--- src/pkg/acs_pkg.sv ---
package acs_pkg;

    // ==========================================================
    // Register layout
    // ==========================================================
    localparam logic [7:0] ACS_CTRL_ADDR = 8'h39;
    localparam logic [15:0] ACS_CTRL_RESET = 16'h0000;
    localparam int ACS_RDY_MODE_BIT = 13;
    localparam int ACS_RATE_LSB = 10;
    localparam int ACS_SEQ_LSB = 8;
    localparam int ACS_NUM_SLOTS = 8;
    localparam logic [15:0] ACS_CTRL_WMASK = 16'h3FFF;

    typedef enum logic [1:0]
    {
        ACS_CMD_STOP_UP = 2'h0,
        ACS_CMD_SINGLE = 2'h1,
        ACS_CMD_CONT = 2'h2,
        ACS_CMD_STOP_DOWN = 2'h3
    } acs_cmd_t;

    localparam logic [2:0] ACS_RATE_20 = 3'h0;
    localparam logic [2:0] ACS_RATE_1200 = 3'h2;
    localparam logic [2:0] ACS_RATE_4800 = 3'h3;
    localparam logic [2:0] ACS_RATE_9600 = 3'h4;
    localparam logic [2:0] ACS_RATE_19200 = 3'h5;

    // ==========================================================
    // Timing
    // ==========================================================
    localparam int ACS_CLK_MHZ = 125;
    localparam int ACS_PWRUP_US = 100;
    localparam int ACS_RDY_US = 25;
    localparam int ACS_PWRUP_CYC = ACS_PWRUP_US * ACS_CLK_MHZ;
    localparam int ACS_RDY_CYC = ACS_RDY_US * ACS_CLK_MHZ;

endpackage

--- src/rtl/acs_sequencer.sv ---
`timescale 1ns/1ns
module acs_sequencer
    import acs_pkg::*;
#(
    parameter int PWRUP_CYCLES = ACS_PWRUP_CYC,
    parameter int RDY_CYCLES = ACS_RDY_CYC
)
(
    input wire logic clock,
    input wire logic reset_n,
    input wire logic reg_write,
    input wire logic [7:0] reg_addr,
    input wire logic [15:0] reg_wdata,
    output logic [15:0] reg_rdata,
    input wire logic conv_done,
    output logic conv_start,
    output logic [2:0] conv_slot,
    output logic conv_is_diag,
    output logic [2:0] diagnostic_rate_sel,
    output logic adc_busy,
    output logic powered_down_state,
    output logic adc_ready,
    output logic last_result_update,
    output logic [7:0] result_update
);

    // ==========================================================
    // Reset release
    // ==========================================================
    logic rst_meta;
    logic rst_sync;

    always_ff @(posedge clock or negedge reset_n)
    begin
        if (!reset_n)
        begin
            rst_meta <= 1'b0;
            rst_sync <= 1'b0;
        end
        else
        begin
            rst_meta <= 1'b1;
            rst_sync <= rst_meta;
        end
    end

    // ==========================================================
    // Control register
    // ==========================================================
    typedef enum logic [2:0]
    {
        ACS_ST_DOWN,
        ACS_ST_PWRUP,
        ACS_ST_IDLE,
        ACS_ST_PICK,
        ACS_ST_CONV
    } acs_state_t;

    acs_state_t state;
    acs_state_t next_state;
    logic [15:0] ctrl;
    logic [7:0] run_en;
    logic run_cont;
    logic [7:0] done_mask;
    logic [2:0] slot;
    logic [7:0] seq_done;
    logic [31:0] pwr_cnt;
    logic [31:0] rdy_cnt;
    logic rdy_hold;
    logic ctrl_write;
    logic pending;
    logic [1:0] pending_cmd;

    function automatic logic [2:0] acs_rate_decode(input logic [2:0] code);
        logic [2:0] r;
        r = ACS_RATE_20;
        if (code == ACS_RATE_1200 || code == ACS_RATE_4800 ||
            code == ACS_RATE_9600 || code == ACS_RATE_19200)
            r = code;
        return r;
    endfunction

    function automatic logic [2:0] acs_first(input logic [7:0] m);
        logic [2:0] f;
        f = 3'h0;
        for (int i = ACS_NUM_SLOTS - 1; i >= 0; i--)
            if (m[i])
                f = 3'(i);
        return f;
    endfunction

    function automatic logic [3:0] acs_count(input logic [7:0] m);
        logic [3:0] c;
        c = 4'h0;
        for (int i = 0; i < ACS_NUM_SLOTS; i++)
            c = c + 4'(m[i]);
        return c;
    endfunction

    assign ctrl_write = reg_write && (reg_addr == ACS_CTRL_ADDR);

    wire [1:0] cur_cmd = ctrl[ACS_SEQ_LSB +: 2];
    wire rdy_mode = ctrl[ACS_RDY_MODE_BIT];
    // Slots 0..3 are channels, 4..7 diagnostics: lowest index first
    wire [7:0] remaining = run_en & ~done_mask;
    wire [2:0] next_slot = acs_first(remaining);
    wire last_conv = (remaining & ~(8'h01 << slot)) == 8'h00;
    wire single_one = acs_count(run_en) == 4'h1;
    wire [2:0] sel_rate = acs_rate_decode(ctrl[ACS_RATE_LSB +: 3]);
    wire conv_fin = (state == ACS_ST_CONV) && conv_done;
    wire seq_fin = conv_fin && last_conv;
    wire start_req = pending && ctrl[7:0] != 8'h00 &&
        (pending_cmd == ACS_CMD_SINGLE || pending_cmd == ACS_CMD_CONT);
    wire pwr_done = pwr_cnt == 32'(PWRUP_CYCLES - 1);

    always_ff @(posedge clock or negedge rst_sync)
    begin
        if (!rst_sync)
            ctrl <= ACS_CTRL_RESET;
        else if (ctrl_write)
            ctrl <= reg_wdata & ACS_CTRL_WMASK;
    end

    // A start command outlives the power-up wait; others apply when safe
    always_ff @(posedge clock or negedge rst_sync)
    begin
        if (!rst_sync)
        begin
            pending <= 1'b0;
            pending_cmd <= 2'h0;
        end
        else if (ctrl_write)
        begin
            pending <= 1'b1;
            pending_cmd <= reg_wdata[ACS_SEQ_LSB +: 2];
        end
        else if (state == ACS_ST_IDLE || (state == ACS_ST_DOWN &&
                 pending_cmd != ACS_CMD_SINGLE && pending_cmd != ACS_CMD_CONT))
            pending <= 1'b0;
    end

    // ==========================================================
    // Sequencer
    // ==========================================================
    always_comb
    begin
        next_state = state;
        unique case (state)
            ACS_ST_DOWN:
                if (pending && pending_cmd != ACS_CMD_STOP_DOWN)
                    next_state = ACS_ST_PWRUP;
            ACS_ST_PWRUP:
                if (pwr_done)
                    next_state = ACS_ST_IDLE;
            ACS_ST_IDLE:
                if (pending && pending_cmd == ACS_CMD_STOP_DOWN)
                    next_state = ACS_ST_DOWN;
                else if (start_req)
                    next_state = ACS_ST_PICK;
            ACS_ST_PICK:
                next_state = ACS_ST_CONV;
            ACS_ST_CONV:
                if (seq_fin)
                begin
                    if (run_cont && cur_cmd == ACS_CMD_CONT)
                        next_state = ACS_ST_PICK;
                    else if (cur_cmd == ACS_CMD_STOP_DOWN)
                        next_state = ACS_ST_DOWN;
                    else
                        next_state = ACS_ST_IDLE;
                end
                else if (conv_fin)
                    next_state = ACS_ST_PICK;
        endcase
    end

    always_ff @(posedge clock or negedge rst_sync)
    begin
        if (!rst_sync)
            state <= ACS_ST_DOWN;
        else
            state <= next_state;
    end

    // Power-up wait counter
    always_ff @(posedge clock or negedge rst_sync)
    begin
        if (!rst_sync)
            pwr_cnt <= 32'h0;
        else if (state == ACS_ST_PWRUP)
            pwr_cnt <= pwr_cnt + 32'h1;
        else
            pwr_cnt <= 32'h0;
    end

    // Enables are latched at sequence start, so host edits mid-run wait
    always_ff @(posedge clock or negedge rst_sync)
    begin
        if (!rst_sync)
        begin
            run_en <= 8'h00;
            run_cont <= 1'b0;
            done_mask <= 8'h00;
            slot <= 3'h0;
            seq_done <= 8'h00;
        end
        else if (state == ACS_ST_IDLE && next_state == ACS_ST_PICK)
        begin
            run_en <= ctrl[7:0];
            run_cont <= pending_cmd == ACS_CMD_CONT;
            done_mask <= 8'h00;
            seq_done <= 8'h00;
        end
        else if (state == ACS_ST_PICK)
            slot <= next_slot;
        else if (conv_fin)
        begin
            done_mask <= seq_fin ? 8'h00 : done_mask | (8'h01 << slot);
            seq_done <= seq_done | (8'h01 << slot);
            if (seq_fin)
                seq_done <= 8'h00;
        end
    end

    // ==========================================================
    // Converter strobes and result updates
    // ==========================================================
    always_ff @(posedge clock or negedge rst_sync)
    begin
        if (!rst_sync)
        begin
            conv_start <= 1'b0;
            conv_slot <= 3'h0;
            conv_is_diag <= 1'b0;
            diagnostic_rate_sel <= ACS_RATE_20;
            last_result_update <= 1'b0;
            result_update <= 8'h00;
        end
        else
        begin
            conv_start <= state == ACS_ST_PICK;
            conv_slot <= next_slot;
            conv_is_diag <= next_slot[2];
            diagnostic_rate_sel <= sel_rate;
            last_result_update <= conv_fin;
            if (conv_fin && rdy_mode)
                result_update <= 8'h01 << slot;
            else if (seq_fin)
                result_update <= seq_done | (8'h01 << slot);
            else
                result_update <= 8'h00;
        end
    end

    // ==========================================================
    // Ready pin
    // ==========================================================
    wire rdy_event = rdy_mode ? conv_fin : seq_fin;
    // Mode 0 single and mode 1 single with one slot hold until the next write
    wire hold_sel = !run_cont && (!rdy_mode || single_one);
    always_ff @(posedge clock or negedge rst_sync)
    begin
        if (!rst_sync)
        begin
            adc_ready <= 1'b0;
            rdy_hold <= 1'b0;
            rdy_cnt <= 32'h0;
        end
        else if (rdy_event)
        begin
            adc_ready <= 1'b1;
            rdy_hold <= hold_sel;
            rdy_cnt <= 32'h0;
        end
        else if (adc_ready && rdy_hold)
        begin
            if (ctrl_write)
                adc_ready <= 1'b0;
        end
        else if (adc_ready)
        begin
            rdy_cnt <= rdy_cnt + 32'h1;
            if (rdy_cnt == 32'(RDY_CYCLES - 1))
                adc_ready <= 1'b0;
        end
    end

    // ==========================================================
    // Status
    // ==========================================================
    always_ff @(posedge clock or negedge rst_sync)
    begin
        if (!rst_sync)
        begin
            adc_busy <= 1'b0;
            powered_down_state <= 1'b1;
            reg_rdata <= ACS_CTRL_RESET;
        end
        else
        begin
            adc_busy <= (next_state != ACS_ST_IDLE &&
                         next_state != ACS_ST_DOWN) ||
                        (next_state == ACS_ST_IDLE && start_req);
            powered_down_state <= next_state == ACS_ST_DOWN;
            reg_rdata <= (reg_addr == ACS_CTRL_ADDR) ? ctrl : 16'h0000;
        end
    end

endmodule // acs_sequencer

--- config.mk ---
export PLATFORM = sky130hd
export DESIGN_NAME = acs_sequencer
export DESIGN_NICKNAME = d
export VERILOG_FILES = /design/src/pkg/acs_pkg.sv /design/src/rtl/acs_sequencer.sv
export SDC_FILE = /design/constraint.sdc
export NUM_CORES = 1
export LEC_CHECK = 0
export BUFFER_PORTS_ARGS = -buffer_cell sky130_fd_sc_hd__buf_2
export CAP_MARGIN = 10
export CORE_UTILIZATION = 40
export CTS_CLUSTER_DIAMETER = 120
export DETAILED_ROUTE_END_ITERATION = 16
export MAX_ROUTING_LAYER = met4
export PLACE_DENSITY_LB_ADDON = 0.25
export SYNTH_ARGS = -nofsm -noshare
export SYNTH_HDL_FRONTEND = slang
export SYNTH_SLANG_ARGS = --single-unit
--- constraint.sdc ---
create_clock -name clock -period 6.65 [get_ports clock]
set_clock_uncertainty 0.15 [all_clocks]
set_input_delay 1.33 -clock clock [delete_from_list [all_inputs] [get_ports clock]]
set_output_delay 1.33 -clock clock [all_outputs]
set_load 0.05 [all_outputs]
==> results.toml, run 1 <==
[logic_synthesis]
synthArstFlopShare_pct = 100
syn_area_per_cell_um2 = 10.5
yosys.area.top_type = "dfrtp_1"
synth_mux_area_share_pct = 4.28
synth_compound_area_share_pct = 11.0
synthTopCellsByArea = "dfrtp_1 (51%), mux2_2 (4.3%), nor2_1 (3.2%)"
ys.flop_type = "dfrtp_1"
synth_xor_xnor_area_share_pct = 4.69
yosysUniqueCellTypes = 59
netlist_area_um2 = 7100
synth_simple_gate_area_share_pct = 21.8
synth_edf_count = 0
synth-seq-area-share_pct = 51.5
ys_warn_count = 0
synthCells = 678
synth_adder_area_share_pct = 2.89
synth_top_family_by_area = "simple AND/OR/NAND/NOR gates"
ys_ff_latch = 146
yosysTopAreaCellShare_pct = 51.1

[drt]
drcViolationCount = 0
avgViaCountPerCell = 5.37
antenna_left = 0
dr_wl_met2_um = 6820
vias = 5189
first_pass_iters = 4
finalWirelength_um = 14800
wl_met1_um = 7060
routedWlPerCell_um = 15.3
drtIter0Drc = 296
highest_layer = "met4"
met3RoutedLength_um = 713

[power]
cellInternalPower_w = 0.00143
p_leak_nw = 3.70
p_sw_w = 0.000418
p_sw_share_pct = 22.6
worst_ir_drop_vdd_v = 0.000187
power.share.clock_pct = 49.3
power_frac_comb_pct = 1.7
power.density_nw_per_um2 = 228
seqPwrFrac_pct = 49.0

[clock_network]
clock_latency_ns = 0.42
post_cts_buffers = 0
holdBufCountCts = 0
htree_num_levels = 4
cts_made_buffers = 17
cts.sinks = 146
clock-root-buffer = "clkbuf_16"
ctsLongestPathBuffers = 2
clkSlewWorstSetupHoldPaths_ns = 0.06
cts_tree = "done"
cts_resized = 0

[run]
maxCapViolCount = 0

[sta]
hold_violations = 0
layout_min_cycle_time_ns = 3.75
rsz0062_at_grt = "false"
tightestPinTransition_ns = 1.12
setup_viol = 0
fin_tns_setup_ns = 0
period_share_pct = 56.4
slew_headroom_pct = 25.3
drv_slew = 0
clock.fmax_mhz = 267

[worst_setup_path]
end_kind = "flop"
path_class = "flop to flop"
reg2reg_depth = 13
critPathLaunchType = "flop"
required_ns = 6.86
worst-path-max-fanout = 4
crit_arrival_ns = 3.96

[floorplanning]
dieHeight_um = 135
io_pins = 64
num_rows = 48
start_util_pct = 41.1
core_area_um2 = 17300
die_x_um = 135
dieArea_um2 = 18300

[grt]
grt_pass1_vias = 5041
grt_usage_pct = 18.0
grt_start_max_net_pins = 75
antenna_found_initial = 0
grt_pass1_wl_um = 25000
overflow = 0

[final_layout]
final_nets = 771
multi_input_area_um2 = 3180
syn2layout_area_growth_pct = 14.4
antennaDiodeCount = 0
final_layout_size_suffix_gt1_share_pct = 21.1
fillCellCount = 1613
stdcell_count = 966
ff_latch_area_um2 = 3660

[place]
place_inst = 934
numPortBuffers = 59
dp_hpwl_um = 10300
place.gp.congestion = 0.803

[hold_path]
hold_class = "flop to flop"
hold_depth = 0

[run_status]
status = "finished, final reports clean"
cell usage after synthesis (all sizes together), types with 11 or more instances:
cell / count
inv: 29
o21ai: 17
clkbuf: 20
a21oi: 38
nand4: 18
mux2: 27
nand2: 50
nor2: 61
nor2b: 12
o31ai: 17
xnor2: 13
nand3: 26
or4: 16
o21a: 17
or3: 11
dfrtp: 145
nor4: 15
xor2: 25
and2: 20
buf: 12
final timing paths:
check                                                to  slack (ns)                  start
worst max register to register     rdy_hold$_DFFE_PN0P_        2.90  run_en[1]$_DFFE_PN0N_
worst min register to register       rst_sync$_DFF_PN0_        0.21     rst_meta$_DFF_PN0_
worst min-delay path                 rst_sync$_DFF_PN0_        0.21     rst_meta$_DFF_PN0_
min in group asynchronous       reg_rdata[13]$_DFF_PN0_        0.32     rst_sync$_DFF_PN0_
worst max-delay path               rdy_hold$_DFFE_PN0P_        2.90  run_en[1]$_DFFE_PN0N_
max in group asynchronous          pwr_cnt[9]$_DFF_PN0_        4.54     rst_sync$_DFF_PN0_
metal layers:
layer	up-vias	track usage (%)
met3	20	4.86
met5	-	-
met4	0	6.99
met1	2553	23.4
met2	109	26.9
li1	2507	-
area by class of cell:
type / count / area share (%)
Tap cell: 225 / 3.47
Timing Repair Buffer: 63 / 4.00
Clock inverter: 13 / 1.56
Multi-Input combinational cell: 472 / 39.2
Clock buffer: 18 / 5.41
Inverter: 29 / 1.34
Sequential cell: 146 / 45.0
critical path: stages (launching register included):
cell and delay (ns):
dfrtp_1 0.42, inv_1 0.08, fa_1 0.47, fa_1 0.52
fa_1 0.41, inv_1 0.07, ha_1 0.17, inv_1 0.06
fa_1 0.37, a2111oi_0 0.39, a21oi_1 0.07, nand3b_1 0.19
a21oi_1 0.15, mux2_2 0.15
logic make-up (layout without fill, tap and decap cells):
family	Yosys count	in the layout
and+or+nand+nor	278	278
AOI/OAI and AO/OA	112	112
muxes	27	27
DFF	146	146
adders and majority gates	14	14
other	2	3
buffers and inverters	61	123
xor gates and xnor gates	38	38
power by group through the flow:
stage	registers, W	logic [W]	clock network, W
2_1_floorplan	0.000928	0.0000115	0
3_3_place_gp	0.000924	0.0000317	0
3_5_place_dp	0.000924	0.0000328	0
4_1_cts	0.000908	0.0000330	0.000943
5_1_grt	0.000909	0.0000361	0.000974
6_report	0.000907	0.0000320	0.000912
metrics by stage:
step	hold WS [ns]	util [%]	setup slack, ns	power (W)	instance area (um2)
floorplan	0.181	-	2.13	0.000940	7110
global placement	0.192	43.6	2.88	0.000955	7550
detailed placement	0.188	43.6	2.84	0.000957	7550
CTS	0.212	46.9	2.83	0.00188	8120
global route	0.218	47.0	2.67	0.00192	8120
finish	0.207	47.0	2.90	0.00185	8120
flip-flops by register name (all words and copies together), names as in the netlist:
name	cells
pwr_cnt	32
rdy_cnt	32
reg_rdata	14
ctrl	13
done_mask	8
result_update	8
run_en	8
seq_done	8
diagnostic_rate_sel	3
slot	3
state	3
conv_slot	2
adc_busy	1
adc_ready	1
conv_is_diag	1
conv_start	1
last_result_update	1
pending	1
pending_cmd	1
powered_down_state	1
rdy_hold	1
rst_meta	1
rst_sync	1
run_cont	1
cell usage in the layout (no fill, tap or decap), drive strengths merged, types with 8 or more instances in the layout:
cell type | Yosys | final
and3 | 8 | 8
and2 | 20 | 20
nor4 | 15 | 15
a21oi | 38 | 38
and4 | 10 | 10
ha | 10 | 10
xor2 | 25 | 25
dfrtp | 145 | 145
clkbuf | 20 | 18
or3 | 11 | 11
or4 | 16 | 16
xnor2 | 13 | 13
nor2b | 12 | 12
o21a | 17 | 17
nor3 | 9 | 9
nand3 | 26 | 26
inv | 29 | 33
nand2 | 50 | 50
o21ai | 17 | 17
buf | 12 | 63
nand4 | 18 | 18
mux2 | 27 | 27
nor2 | 61 | 61
o31ai | 17 | 17
No activity file was read; power rests on OpenSTA's default activity.
==> run 2, diff against run 1 <==
Clock period 6.65 ns to 3.16 ns, I/O delays scaled along.
==> results.toml, run 2 (same netlist as run 1, synthesis figures left out) <==
[drt]
finalWirelength_um = 15100
first_pass_iters = 4
drtIter0Drc = 289
vias = 5249
routedWlPerCell_um = 15.4
antenna_left = 0
drcViolationCount = 0
avgViaCountPerCell = 5.36

[sta]
hold_slack_ns = 0.215
tightestPinTransition_ns = 1.03
hold_violations = 0
period_share_pct = 110
rsz0062_at_grt = "true"
drv_slew = 0
setup_slack_ns = -0.310
clock.fmax_mhz = 288
layout_min_cycle_time_ns = 3.47
slew_headroom_pct = 31.1
setup_viol = 1

[power]
p_sw_share_pct = 21.9
power_frac_comb_pct = 1.8
power.share.clock_pct = 51.4
cellInternalPower_w = 0.00319
p_leak_nw = 3.78
power.density_nw_per_um2 = 489
power_w = 0.00408
p_sw_w = 0.000891
worst_ir_drop_vdd_v = 0.000356
seqPwrFrac_pct = 46.8

[run_status]
violations = "negative setup slack"
status = "complete, but fails checks"

[grt]
grt_usage_pct = 18.1
overflow = 0
antenna_found_initial = 0
grt_pass1_vias = 5106
grt_start_max_net_pins = 60
grt_pass1_wl_um = 25100

[worst_setup_path]
critPathLaunchType = "flop"
required_ns = 3.37
end_kind = "flop"
worst-path-max-fanout = 2
path_class = "flop to flop"
crit_arrival_ns = 3.68

[floorplanning]
num_rows = 48
core_area_um2 = 17300
dieArea_um2 = 18300
dieHeight_um = 135
die_x_um = 135
start_util_pct = 41.1
io_pins = 64

[final_layout]
stdcell_count = 980
final_cell_mix = "dfrtp_1 (144), nor2_1 (61), buf_2 (59), nand2_1 (50)"
final_nets = 784
reg_top3 = "pwr_cnt x32, rdy_cnt x32, reg_rdata x14"
fin_area_um2 = 8330
antennaDiodeCount = 0
syn2layout_area_growth_pct = 17.3
final_layout_size_suffix_gt1_share_pct = 22.9
final_common_cell = "dfrtp_1"
utilization_pct = 48.2

[place]
numPortBuffers = 59
dpl-instance-area_um2 = 7680
place.gp.congestion = 0.809
place_inst = 947
dp_hpwl_um = 10500

[clock_network]
cts_tree = "done"
cts_made_buffers = 17
clock_latency_ns = 0.42
htree_num_levels = 4
cts.sinks = 146
ctsLongestPathBuffers = 2
clock-root-buffer = "clkbuf_16"
clkSlewWorstSetupHoldPaths_ns = 0.07

[hold_path]
hold_class = "flop to flop"

[run]
maxCapViolCount = 0
run 2: final timing paths:
| check | startpoint | end | slack, ns | cells past startpoint |
|---|---|---|---|---|
| worst max-delay path | run_en[0]$_DFFE_PN0N_ | rdy_hold$_DFFE_PN0P_ | -0.31 | 13 |
| min in group asynchronous | rst_sync$_DFF_PN0_ | rdy_cnt[12]$_DFFE_PN0P_ | 0.27 | 0 |
| worst min register to register | rst_meta$_DFF_PN0_ | rst_sync$_DFF_PN0_ | 0.22 | 0 |
| worst min-delay path | rst_meta$_DFF_PN0_ | rst_sync$_DFF_PN0_ | 0.22 | 0 |
| max in group asynchronous | rst_sync$_DFF_PN0_ | result_update[1]$_DFF_PN0_ | 1.81 | 1 |
| worst max register to register | run_en[0]$_DFFE_PN0N_ | rdy_hold$_DFFE_PN0P_ | -0.31 | 13 |
run 2: stage by stage:
| stage | TNS, ns | setup slack (ns) |
|---|---|---|
| after floorplan | -0.132 | -0.132 |
| after detailed placement | -0.358 | -0.358 |
| after global placement | -0.201 | -0.201 |
| after global routing | -0.460 | -0.460 |
| final | -0.310 | -0.310 |
| after CTS | -0.311 | -0.311 |
run 2: cell type report:
cell class | count | area [um2]
timing repair buffer | 76 | 450
clock inverter | 13 | 173
multi-input combinational | 472 | 3220
tap | 225 | 282
sequential | 146 | 3660
clock buffer | 19 | 443
fill | 1603 | 8960
inverter | 29 | 109
run 2: power by group through the flow:
stage	clock (W)	sequential (W)	combinational, W
finish	0.00210	0.00191	0.0000747
global route	0.00223	0.00191	0.0000857
CTS	0.00214	0.00191	0.0000774
detailed placement	0	0.00194	0.0000762
global placement	0	0.00194	0.0000740
floorplan	0	0.00195	0.0000242
run 2: worst max-delay path, cell delays in order, from the launching register on:
cell	delay, ns
dfrtp_1	0.34
inv_1	0.06
fa_1	0.57
fa_1	0.44
fa_1	0.46
inv_2	0.08
ha_4	0.14
inv_1	0.05
fa_2	0.37
a2111oi_4	0.21
a21oi_1	0.08
nand3b_1	0.17
a21oi_1	0.15
mux2_2	0.16
run 2: routing by layer:
metal,track usage (%),share of wire (%),routed length [um]
met1,24.0,49,7350
met2,27.8,47,7040
met3,4.45,3.5,521
met4,4.74,1.0,152
met5,-,0,0
run 2: timing repair:
action	in CTS	in global routing
resized for setup	3	1
hold buffers	1	0
endpoints found under the setup margin	1	1
pin swaps	2	1
setup buffers	0	0
endpoints found under the hold margin	2	0
